--- config.mk ---
export PLATFORM = sky130hd
export DESIGN_NAME = sync_blank_lock_status
export DESIGN_NICKNAME = d
export VERILOG_FILES = /design/src/core/sync_blank_lock_status.v
export VERILOG_INCLUDE_DIRS = /design/src /design/src/core
export SDC_FILE = /design/constraint.sdc
export NUM_CORES = 1
export LEC_CHECK = 0
export BUFFER_PORTS_ARGS = -buffer_cell sky130_fd_sc_hd__buf_2
export CORE_MARGIN = 1.5
export CORE_UTILIZATION = 67
export DETAILED_ROUTE_END_ITERATION = 10
export HOLD_SLACK_MARGIN = 0.15
export PLACE_DENSITY = 0.84
export SLEW_MARGIN = 15
export SYNTH_ARGS = -nofsm -noshare
export SYNTH_HDL_FRONTEND = slang
export SYNTH_SLANG_ARGS = --single-unit
--- constraint.sdc ---
create_clock -name clk_i -period 12.19 [get_ports clk_i]
set_input_delay 1.8285 -clock clk_i [delete_from_list [all_inputs] [get_ports clk_i]]
set_output_delay 1.8285 -clock clk_i [all_outputs]
set_load 0.01 [all_outputs]
--- src/core/sync_blank_regs.vh ---
// register offsets, field positions, reset values and timing counts of the sync front end
`ifndef SYNC_BLANK_REGS_VH
`define SYNC_BLANK_REGS_VH

// register offsets (byte addresses)
`define CTRL_ADDR        8'h00
`define REF_ADDR         8'h04
`define STAT_ADDR        8'h08
`define PERIOD_ADDR      8'h0C

// control register fields
`define CTRL_CLAMP_BIT   0
`define CTRL_VBLEN_BIT   1
`define CTRL_BLKOFF_BIT  2
`define CTRL_RAMP_BIT    3
`define CTRL_RESET       4'h0

// reference setting for the vertical integrator
`define REF_RESET        8'h20

// status register fields
`define STAT_STATE_LSB   0
`define STAT_PROT_BIT    4
`define STAT_CBLANK_BIT  5
`define STAT_HPOL_BIT    6
`define STAT_VPOL_BIT    7
`define STAT_PIN_BIT     8
`define STAT_RAMP_BIT    9

// timing
`define CLK_PERIOD_NS    25
`define CLAMP_NS         1000
`define CLAMP_CYCLES     ((`CLAMP_NS + `CLK_PERIOD_NS - 1) / `CLK_PERIOD_NS)
`define OV_FILTER_NS     2000
`define OV_CYCLES        ((`OV_FILTER_NS + `CLK_PERIOD_NS - 1) / `CLK_PERIOD_NS)
`define VBLANK_SHORT     16'h0014
`define VBLANK_LONG      16'h0028
`define SOFT_LINES       8'h20
`define FREQ_TOL_DIV     25
`define SEARCH_STEP      16'h0001
`define FMIN_PERIOD      1408
`define RAMP_CYCLES      200000

`endif

--- src/core/sync_blank_lock_status.v ---
// sync polarity, vertical extraction, sandcastle, lock loop and lock status pin
// Operation
// - detect horizontal or composite sync polarity and output fixed-polarity pulses
// - normalised hsync feeds vertical extractor, phase detector and frequency loop
// - extract vertical sync by integration scaled by reference; it triggers vertical
// - normalise separate vertical sync polarity the same way
// - OR extracted and separate vertical sync into the vertical trigger
// - sandcastle output: upper level clamp, lower level vertical blanking
// - clamp starts on sync leading or trailing edge per control bit
// - clamp width fixed by internal one-shot, not by sync width
// - vertical blanking starts on vertical sync, ends at scan start
// - two vertical blanking lengths selected by control bit
// - continuous blanking on ramp hold, search unlock, no flyback, guard, low supply
// - blank-off bit drops unlock blanking on sandcastle, keeps vertical blanking
// - without hsync the oscillator free-runs at lowest frequency
// - deviation over 4% enters search and cuts first loop currents at once
// - search retunes oscillator at a fixed controlled rate
// - on coincidence soft-lock until early next vertical period, then lock
// - frequency voltage buffer is sampled and held clear of sync disturbance
// - status pin floats in free-run, in search or under any protection condition
// - otherwise status pin shows vertical blanking only
// - blank-off bit removes unlock blanking from status pin too
// - clearing ramp enable bit forces standby: continuous blanking, pin floating
// - after ramp done and loops normal, end continuous blanking, pin shows vblank
//
// Decided for this implementation: the register addresses and the plain strobed port.
`timescale 1ns/1ps
`include "sync_blank_regs.vh"

module sync_blank_lock_status #(
  parameter FMIN_PERIOD = `FMIN_PERIOD,
  parameter RAMP_CYCLES = `RAMP_CYCLES
) (
  // clock and reset
  input  wire        clk_i,
  input  wire        resetn_i,
  // register port
  input  wire [7:0]  addr_i,
  input  wire [31:0] wdata_i,
  input  wire        wr_i,
  input  wire        rd_i,
  output reg  [31:0] rdata_o,
  // sync and protection pins
  input  wire        hsync_i,
  input  wire        vsync_i,
  input  wire        flyback_in_i,
  input  wire        overvoltage_guard_in_i,
  input  wire        supply_low_i,
  input  wire        ramp_force_i,
  // picture chain outputs
  output reg  [1:0]  sandcastle_out_o,
  output reg         vert_trigger_o,
  output reg         norm_hsync_o,
  output reg         first_loop_enable_o,
  output reg  [15:0] freq_voltage_buffer_o,
  // open-drain lock status pin
  input  wire        lock_status_out_i,
  output reg         lock_status_out_o,
  output reg         lock_status_out_oe_o
);

  localparam [3:0] ST_FREE   = 4'b0001;
  localparam [3:0] ST_SEARCH = 4'b0010;
  localparam [3:0] ST_SOFT   = 4'b0100;
  localparam [3:0] ST_LOCK   = 4'b1000;

  localparam [31:0] FMIN_W   = FMIN_PERIOD;
  localparam [31:0] NOSYNC_W = 2 * FMIN_PERIOD;
  localparam [31:0] RAMP_W   = RAMP_CYCLES;
  localparam [31:0] CLAMP_W  = `CLAMP_CYCLES;
  localparam [31:0] OV_W     = `OV_CYCLES;
  localparam [15:0] FMIN_P   = FMIN_W[15:0];
  localparam [15:0] NOSYNC_P = NOSYNC_W[15:0];
  localparam [19:0] RAMP_C   = RAMP_W[19:0];
  localparam [7:0]  CLAMP_C  = CLAMP_W[7:0];
  localparam [7:0]  OV_C     = OV_W[7:0];

  // saturating up/down integrator step
  function [11:0] integ;
    input [11:0] c;
    input        up;
    begin
      if (up)
        integ = (c == 12'hFFF) ? c : c + 12'h001;
      else
        integ = (c == 12'h000) ? c : c - 12'h001;
    end
  endfunction

  // true when the two periods differ by more than 1/FREQ_TOL_DIV of the oscillator period
  function dev_big;
    input [15:0] osc;
    input [15:0] meas;
    reg   [15:0] d;
    reg   [31:0] m;
    begin
      d = (osc > meas) ? osc - meas : meas - osc;
      m = {16'h0000, d} * `FREQ_TOL_DIV;
      dev_big = m > {16'h0000, osc};
    end
  endfunction

  // input synchronisers
  reg [5:0] s1_reg;
  reg [5:0] s2_reg;
  always @(posedge clk_i) begin
    if (!resetn_i) begin
      s1_reg <= 6'h00;
      s2_reg <= 6'h00;
    end else begin
      s1_reg <= {lock_status_out_i, ramp_force_i, supply_low_i, overvoltage_guard_in_i, flyback_in_i,
                 hsync_i};
      s2_reg <= s1_reg;
    end
  end
  wire h_raw  = s2_reg[0];
  wire fb_in  = s2_reg[1];
  wire ov_in  = s2_reg[2];
  wire low_in = s2_reg[3];
  wire frc_in = s2_reg[4];
  wire pin_in = s2_reg[5];

  reg [1:0] vs_reg;
  always @(posedge clk_i) begin
    if (!resetn_i)
      vs_reg <= 2'b00;
    else
      vs_reg <= {vs_reg[0], vsync_i};
  end
  wire v_raw = vs_reg[1];

  // control registers
  reg [3:0]  ctrl_reg;
  reg [7:0]  ref_reg;
  reg [3:0]  state_reg;
  reg [3:0]  state_next;
  reg [15:0] osc_per_reg;
  reg [15:0] osc_per_next;

  // polarity integrators and normalised sync
  reg [11:0] hpol_reg;
  reg [11:0] vpol_reg;
  reg [11:0] vint_reg;
  reg        hn_reg;
  reg        vn_reg;
  reg        vt_reg;
  wire       v_ext = (vint_reg >= {ref_reg, 4'h0});
  always @(posedge clk_i) begin
    if (!resetn_i) begin
      hpol_reg <= 12'h800;
      vpol_reg <= 12'h800;
      vint_reg <= 12'h000;
      hn_reg   <= 1'b0;
      vn_reg   <= 1'b0;
      vt_reg   <= 1'b0;
    end else begin
      hpol_reg <= integ(hpol_reg, h_raw);
      vpol_reg <= integ(vpol_reg, v_raw);
      hn_reg   <= h_raw ^ hpol_reg[11];
      vn_reg   <= v_raw ^ vpol_reg[11];
      vint_reg <= integ(vint_reg, hn_reg);
      vt_reg   <= vn_reg | v_ext;
    end
  end
  wire hpol = hpol_reg[11];
  wire vpol = vpol_reg[11];

  reg hn_d_reg;
  reg vt_d_reg;
  always @(posedge clk_i) begin
    if (!resetn_i) begin
      hn_d_reg <= 1'b0;
      vt_d_reg <= 1'b0;
    end else begin
      hn_d_reg <= hn_reg;
      vt_d_reg <= vt_reg;
    end
  end
  wire h_rise = hn_reg & ~hn_d_reg;
  wire h_fall = ~hn_reg & hn_d_reg;
  wire v_rise = vt_reg & ~vt_d_reg;

  // sync period measurement and missing sync / flyback detection
  reg [15:0] scnt_reg;
  reg [15:0] meas_reg;
  reg [15:0] fcnt_reg;
  reg        fb_d_reg;
  always @(posedge clk_i) begin
    if (!resetn_i) begin
      scnt_reg <= 16'h0000;
      meas_reg <= FMIN_P;
      fcnt_reg <= 16'h0000;
      fb_d_reg <= 1'b0;
    end else begin
      fb_d_reg <= fb_in;
      if (h_rise) begin
        meas_reg <= scnt_reg + 16'h0001;
        scnt_reg <= 16'h0000;
      end else if (scnt_reg != NOSYNC_P)
        scnt_reg <= scnt_reg + 16'h0001;
      if (fb_in & ~fb_d_reg)
        fcnt_reg <= 16'h0000;
      else if (fcnt_reg != NOSYNC_P)
        fcnt_reg <= fcnt_reg + 16'h0001;
    end
  end
  wire no_sync = (scnt_reg == NOSYNC_P);
  wire no_fb   = (fcnt_reg == NOSYNC_P);

  // protection: guard filter, soft start ramp
  reg [7:0]  ovc_reg;
  reg [19:0] ramp_reg;
  wire ov_trip = (ovc_reg == OV_C);
  wire ramp_run = ctrl_reg[`CTRL_RAMP_BIT] & ~frc_in & ~low_in;
  always @(posedge clk_i) begin
    if (!resetn_i) begin
      ovc_reg  <= 8'h00;
      ramp_reg <= 20'h00000;
    end else begin
      if (!ov_in)
        ovc_reg <= 8'h00;
      else if (!ov_trip)
        ovc_reg <= ovc_reg + 8'h01;
      if (!ramp_run)
        ramp_reg <= 20'h00000;
      else if (ramp_reg != RAMP_C)
        ramp_reg <= ramp_reg + 20'h00001;
    end
  end
  wire ramp_done = (ramp_reg == RAMP_C);
  wire prot   = ~ramp_done | no_fb | ov_trip | low_in;
  wire unlock = state_reg[0] | state_reg[1];

  // horizontal oscillator
  reg [15:0] ocnt_reg;
  wire o_tick = (ocnt_reg + 16'h0001 >= osc_per_reg);
  always @(posedge clk_i) begin
    if (!resetn_i)
      ocnt_reg <= 16'h0000;
    else if (o_tick)
      ocnt_reg <= 16'h0000;
    else
      ocnt_reg <= ocnt_reg + 16'h0001;
  end

  // lock state machine
  reg       vseen_reg;
  reg [7:0] soft_reg;
  wire dev = dev_big(osc_per_reg, meas_reg);
  always @* begin
    state_next   = state_reg;
    osc_per_next = osc_per_reg;
    case (state_reg)
      ST_FREE: begin
        osc_per_next = FMIN_P;
        if (h_rise)
          state_next = ST_SEARCH;
      end
      ST_SEARCH: begin
        if (h_rise) begin
          if (!dev)
            state_next = ST_SOFT;
          else if (osc_per_reg > meas_reg)
            osc_per_next = osc_per_reg - `SEARCH_STEP;
          else
            osc_per_next = osc_per_reg + `SEARCH_STEP;
        end
      end
      ST_SOFT: begin
        if (h_rise && dev)
          state_next = ST_SEARCH;
        else if (vseen_reg && soft_reg == `SOFT_LINES)
          state_next = ST_LOCK;
        else if (h_rise)
          osc_per_next = meas_reg;
      end
      ST_LOCK: begin
        if (h_rise && dev)
          state_next = ST_SEARCH;
        else if (h_rise)
          osc_per_next = meas_reg;
      end
      default: state_next = ST_FREE;
    endcase
    if (no_sync || prot)
      state_next = ST_FREE;
  end

  always @(posedge clk_i) begin
    if (!resetn_i) begin
      state_reg   <= ST_FREE;
      osc_per_reg <= FMIN_P;
      vseen_reg   <= 1'b0;
      soft_reg    <= 8'h00;
    end else begin
      state_reg   <= state_next;
      osc_per_reg <= osc_per_next;
      if (state_next != ST_SOFT) begin
        vseen_reg <= 1'b0;
        soft_reg  <= 8'h00;
      end else if (v_rise)
        vseen_reg <= 1'b1;
      else if (vseen_reg && h_rise && soft_reg != `SOFT_LINES)
        soft_reg  <= soft_reg + 8'h01;
    end
  end

  // clamp one-shot and vertical blanking
  reg [7:0]  clc_reg;
  reg [15:0] vbc_reg;
  wire cl_trig = ctrl_reg[`CTRL_CLAMP_BIT] ? h_fall : h_rise;
  always @(posedge clk_i) begin
    if (!resetn_i) begin
      clc_reg <= 8'h00;
      vbc_reg <= 16'h0000;
    end else begin
      if (cl_trig && clc_reg == 8'h00)
        clc_reg <= CLAMP_C;
      else if (clc_reg != 8'h00)
        clc_reg <= clc_reg - 8'h01;
      if (v_rise)
        vbc_reg <= ctrl_reg[`CTRL_VBLEN_BIT] ? `VBLANK_LONG : `VBLANK_SHORT;
      else if (o_tick && vbc_reg != 16'h0000)
        vbc_reg <= vbc_reg - 16'h0001;
    end
  end
  wire clamp  = (clc_reg != 8'h00);
  wire vblank = (vbc_reg != 16'h0000);
  wire cblank = prot | (unlock & ~ctrl_reg[`CTRL_BLKOFF_BIT]);

  // outputs
  always @(posedge clk_i) begin
    if (!resetn_i) begin
      sandcastle_out_o      <= 2'b00;
      vert_trigger_o        <= 1'b0;
      norm_hsync_o          <= 1'b0;
      first_loop_enable_o   <= 1'b0;
      freq_voltage_buffer_o <= FMIN_P;
      lock_status_out_o     <= 1'b0;
      lock_status_out_oe_o  <= 1'b0;
    end else begin
      if (clamp)
        sandcastle_out_o <= 2'b10;
      else if (vblank | cblank)
        sandcastle_out_o <= 2'b01;
      else
        sandcastle_out_o <= 2'b00;
      vert_trigger_o      <= v_rise;
      norm_hsync_o        <= hn_reg;
      first_loop_enable_o <= state_next[2] | state_next[3];
      if (!hn_reg && !v_ext)
        freq_voltage_buffer_o <= osc_per_reg;
      lock_status_out_oe_o <= ~(prot | (unlock & ~ctrl_reg[`CTRL_BLKOFF_BIT]));
      lock_status_out_o    <= vblank;
    end
  end

  // register port
  wire [31:0] stat = {22'h000000, ramp_done, pin_in, vpol, hpol, cblank, prot, state_reg};
  always @(posedge clk_i) begin
    if (!resetn_i) begin
      ctrl_reg <= `CTRL_RESET;
      ref_reg  <= `REF_RESET;
      rdata_o  <= 32'h00000000;
    end else begin
      if (wr_i && addr_i == `CTRL_ADDR)
        ctrl_reg <= wdata_i[3:0];
      if (wr_i && addr_i == `REF_ADDR)
        ref_reg <= wdata_i[7:0];
      if (ov_trip)
        ctrl_reg[`CTRL_RAMP_BIT] <= 1'b0;
      if (rd_i) begin
        case (addr_i)
          `CTRL_ADDR:   rdata_o <= {28'h0000000, ctrl_reg};
          `REF_ADDR:    rdata_o <= {24'h000000, ref_reg};
          `STAT_ADDR:   rdata_o <= stat;
          `PERIOD_ADDR: rdata_o <= {16'h0000, osc_per_reg};
          default:      rdata_o <= 32'h00000000;
        endcase
      end else
        rdata_o <= 32'h00000000;
    end
  end

endmodule // sync_blank_lock_status

## Word level (Yosys, flattened, before mapping)

Index checks and enable logic that the tools add are counted.

| word-level totals | value |
|---|---|
| flip-flop bits (word level) | 267 |
| bits in latches | 0 |
| logic and storage cells | 190 |
| bits in read-only memories | 0 |
| input bits | 51 |
| memories | 0 |
| RAM bits | 0 |
| output and inout port bits | 55 |

| cells by class | value |
|---|---|
| bitwise operators | 28 |
| $lt $le $gt $ge | 4 |
| mux-type cells | 35 |
| multiply operators | 1 |
| eq/ne operators | 31 |
| add/subtract/negate cells | 18 |
| shifts and indexed selects | 0 |
| divide/modulo/power cells | 0 |
| reduce and logical (&&, ||, !) cells | 37 |

Operator list:

| kind | count |
|---|---|
| 2-to-1 mux 16 bit | 10 |
| one-hot mux 16 bit (4 select lines) | 2 |
| 2-to-1 mux 12 bit | 9 |
| adder 16 x 1 -> 16 bit, second input constant | 4 |
| adder 12 x 1 -> 12 bit, second input constant | 3 |
| equality test 12 bit, second input constant | 3 |
| logical NOT 12 bit | 3 |
| subtractor 12 x 1 -> 12 bit, second input constant | 3 |
| equality test 16 x 12 -> 1 bit, second input constant | 2 |
| inequality test 16 x 12 -> 1 bit, second input constant | 2 |
| subtractor 16 x 1 -> 16 bit, second input constant | 2 |
| subtractor 16 bit | 2 |
| 2-to-1 mux 4 bit | 7 |
| inequality test 2 bit, second input constant | 11 |
| > comparator 21 x 16 -> 1 bit | 1 |
| multiplier 16 x 5 -> 21 bit, second input constant | 1 |
| adder 20 x 1 -> 20 bit, second input constant | 1 |
| equality test 20 x 18 -> 1 bit, second input constant | 1 |
| inequality test 20 x 18 -> 1 bit, second input constant | 1 |
| 2-to-1 mux 6 bit | 3 |
| adder 8 x 1 -> 8 bit, second input constant | 2 |
| equality test 8 x 4 -> 1 bit, second input constant | 2 |
| greater-or-equal comparator 16 bit | 1 |
| > comparator 16 bit | 1 |
| 29 further kinds | 77 |

## Depth between registers and ports, before layout

| logic depth | value |
|---|---|
| word-level depth | 10 |
| depth in mapped cells | 37 |
| depth with buffers taken out | 36 |

## Worst setup path after synthesis

Ideal clock, no wire load.

| path | value |
|---|---|
| path type | register -> register |
| start point | register osc_per_reg[0] |
| end point | register osc_per_reg[14] |
| arrival time | 7.597 ns |
| setup slack | 4.521 ns |
| setup time | 0.072 ns |
| path buffers | 2 |
| clock period less this slack | 7.669 ns |
| stages on the path, launching flop included | 36 |
| data required time | 12.118 ns |
| cell sequence | dfxtp_1 -> inv_1 -> ha_1 -> inv_1 -> fa_1 -> a21oi_1 -> o22ai_1 -> o41a_1 -> a21oi_1 -> a21o_2 -> inv_2 -> buf_1 -> mux2i_1 -> xnor2_1 -> ha_1 -> ha_1 -> inv_1 -> fa_1 -> inv_1 -> ha_1 -> a21oi_1 -> o22ai_2 -> o211ai_2 -> nand2b_1 -> a21oi_1 -> xnor2_1 -> ha_1 -> a2111oi_0 -> o21ai_0 -> o31ai_1 -> nand4_1 -> nor4_2 -> mux2i_2 -> or2_1 -> buf_6 -> mux2i_1 |

| on the way | value |
|---|---|
| longest elaborated chain between the ends | 7 |
| elaborated cells on any way between the ends | 17 |
| classes of those cells | add/sub: 4; mul: 1; order compare: 2; eq/ne: 3; mux: 5; reduce/logical: 2 |

RTL lines:

| item | RTL line | text |
|---|---|---|
| start, declared | sync_blank_lock_status.v:137 | `reg [15:0] osc_per_reg;` |
| start signal, assigned | sync_blank_lock_status.v:297 | `osc_per_reg <= osc_per_next;` |
| subtractor 16 bit / > comparator 16 bit (equally long branches) | sync_blank_lock_status.v:97, sync_blank_lock_status.v:263 |  |
| 2-to-1 mux 16 bit | sync_blank_lock_status.v:97 | `d = (osc > meas) ? osc - meas : meas - osc;` |
| multiplier 16 x 5 -> 21 bit (no source line) | -- |  |
| > comparator 21 x 16 -> 1 bit | sync_blank_lock_status.v:99 | `dev_big = m > {16'h0000, osc};` |
| logical AND 1 bit | sync_blank_lock_status.v:270, sync_blank_lock_status.v:278 |  |
| inequality test 2 bit (no source line) | -- |  |
| AND reduction 6 bit (no source line) | -- |  |

Parallel ways exist; a longest one is shown, timed or not. The select of a mux whose other input is x is not followed.
A chain may end at the register's enable or synchronous reset.

## Worst setup path in the final report

| path | value |
|---|---|
| start point | register osc_per_reg[0] |
| end point | register osc_per_reg[13] |

Same word-level chain as after synthesis.

==> summary.txt <==
Nets@finish = 2223
Seq/Total Area, Yosys = 0.309
Most used DFF post-synth = dfxtp_1
CTS tree = done
Ratio of cells with drive above 1 in the final layout = 0.0757
Yosys cell types = 84
Min cycle time layout = 9.95 ns
CP max stage delay = 0.70 ns
Layout Skew = 0.0174 ns
Commonest cells post-synth = dfxtp_1 (251), nor2_1 (213), ha_1 (180)
Row count = 56
Largest net degree at the start of global routing = 78
Max Clock Freq = 101 MHz
Max reg flops = 20
Vias in the first global route = 13700
IO Port Bufs = 65
Chip Width = 159 um
Starting Density = 0.688
Slew Viols, Final = 0
Synth Instances = 1935
Unrepaired setup endpoints after global routing = false
Min-delay src = s1_reg[0]$_SDFF_PN0_
DR WL/cell = 17.0 um
Final WL = 39400 um
Post-CTS Resized = 0
Syn. warnings = 0
CTS Buffer Depth = 3
Root buffer cell = clkbuf_16
Pre-CTS WS = 2.46 ns
Final worst setup slack = 2.24 ns
CP Max Fanout = 32
Hold Path Class = reg -> reg
Final hold vios = 0
Avg Inst Size Synth = 8.42 um^2
Most frequent cell after synthesis = dfxtp_1
Total iterations of the first detailed-routing run = 6
Slowest CP cell = dfxtp_1
Worst-path clk slew = 0.07 ns
Worst slew pin tran = 1.09 ns
Crit end category = register
Post-DP HPWL = 29000 um
Final Core Density = 0.747
Ports = 106
Largest cells by area after synthesis = dfxtp_1 (31%), ha_1 (14%), xnor2_1 (5.1%)
Critical path arrival = 10.42 ns
CP startpoint = osc_per_reg[0]$_SDFFE_PN0P_
First-pass GRT wire length = 66100 um
Total number of vias = 14000
Total core area = 23700 um^2
Status = finished clean
Max_cap viols = 0
Drt first-iter violations = 1038
Clock sinks = 251
Inserted Clock Buffers = 27
Placer congestion estimate = 0.972
Worst r2r src = osc_per_reg[0]$_SDFFE_PN0P_
DRC = 0
Initial antenna violation count = 0
Cell mode on critical path = ha_1
EDFF count, synth = 0
Vias per cell = 6.05
Crit Path Category = reg -> reg
Critical Path Source Type = register
Mapped Area = 16300 um^2
Final setup viols = 0
Share of the synthesized area in the top cell type = 0.309
Congestion Overflow GR = 0
Final period util = 0.816
H-tree depth = 1
Setup TNS = 0 ns
Die Y-Extent = 159 um
Fill count = 1791
Hold Buf Count CTS = 0
Async S/R FF share, synth = 0
Slew headroom = 0.266
Seq cells post-synth = 251
Post-CTS Setup Bufs = 0
Overall Global Routing Usage = 0.311
Post-synth top area cell = dfxtp_1
Worst EP required = 12.66 ns
Fin Hold WS = 0.434 ns
Final ANT Viol Nets = 0
Die area = 25200 um^2
# diodes = 0
Worst-skew pair later-pin latency = 0.55 ns
Area grow syn2layout = 8.59%
[through the flow]
step	std cells	cell area [um^2]
finish	2315	17700
floorplan	1950	16300
global placement	2265	16700
global route	2315	17700
CTS	2315	17700
detailed placement	2265	16700
[worst max-delay path: cells and delay by family (launching register included)]
| kind | cells | cell delay [ns] |
|---|---|---|
| mux | 3 | 1.06 |
| fa+ha+maj | 7 | 2.28 |
| compound gates | 13 | 2.92 |
| xor+xnor | 2 | 0.55 |
| simple gates | 4 | 1.39 |
| buf+inv | 5 | 0.93 |
| flops | 1 | 0.70 |
[area by class of cell]
type | count | area (um^2) | share of cell area
Multi-Input combinational cell | 1476 | 10400 | 0.588
Clock inverter | 13 | 174 | 0.00984
Inverter | 147 | 552 | 0.0312
Clock buffer | 37 | 763 | 0.0432
Tap cell | 319 | 399 | 0.0226
Timing Repair Buffer | 72 | 378 | 0.0214
Sequential cell | 251 | 5020 | 0.284
[path summary, 6_finish.rpt]
kind | end | cells past startpoint | slack (ns)
min | s2_reg[0]$_SDFF_PN0_ | 1 | 0.43
max | osc_per_reg[13]$_SDFFE_PN0P_ | 34 | 2.24
max reg2reg | osc_per_reg[13]$_SDFFE_PN0P_ | 34 | 2.24
min reg2reg | s2_reg[0]$_SDFF_PN0_ | 1 | 0.43
[layout by cell type, fill, tap and decap left out, types with 8 or more instances in the layout]
master       n
o31ai_1      8
nor2_1     212
buf_2       65
nand3_1     80
nor2b_1     28
and2_1      24
conb_1      16
nand4_1     25
nand2b_1    12
a21o_1      36
a31oi_1     12
o21bai_1    22
a211oi_1    26
o211ai_1    20
o22ai_1      9
o21ai_0     60
mux2i_1     42
a21oi_1    126
dfxtp_1    251
xnor2_1     94
clkbuf_16   27
and3_1      24
or3_1       16
fa_1        17
xor2_1      65
inv_1      145
nor3_1      38
nand2_1    125
ha_1       180
o21ai_1     13
nor4_1      21
[logic make-up after synthesis]
family	Yosys count	synth area share
and+or+nand+nor	652	0.195
AOI/OAI and AO/OA	400	0.159
DFF	251	0.309
buffers and inverters	223	0.0569
adders and majority gates	197	0.159
xor gates and xnor gates	159	0.0855
muxes	52	0.0357
other	1	0.000230
[layer usage]
layer,track usage,share of wire,up-vias
li1,-,-,6851
met2,0.535,0.47,473
met4,0.101,0.029,0
met5,0,0,-
met1,0.407,0.43,6579
met3,0.0389,0.069,104
Power is left out: the tool's default activity adds up to more than one toggle a clock period on the data nets, which glitch-free logic cannot reach.
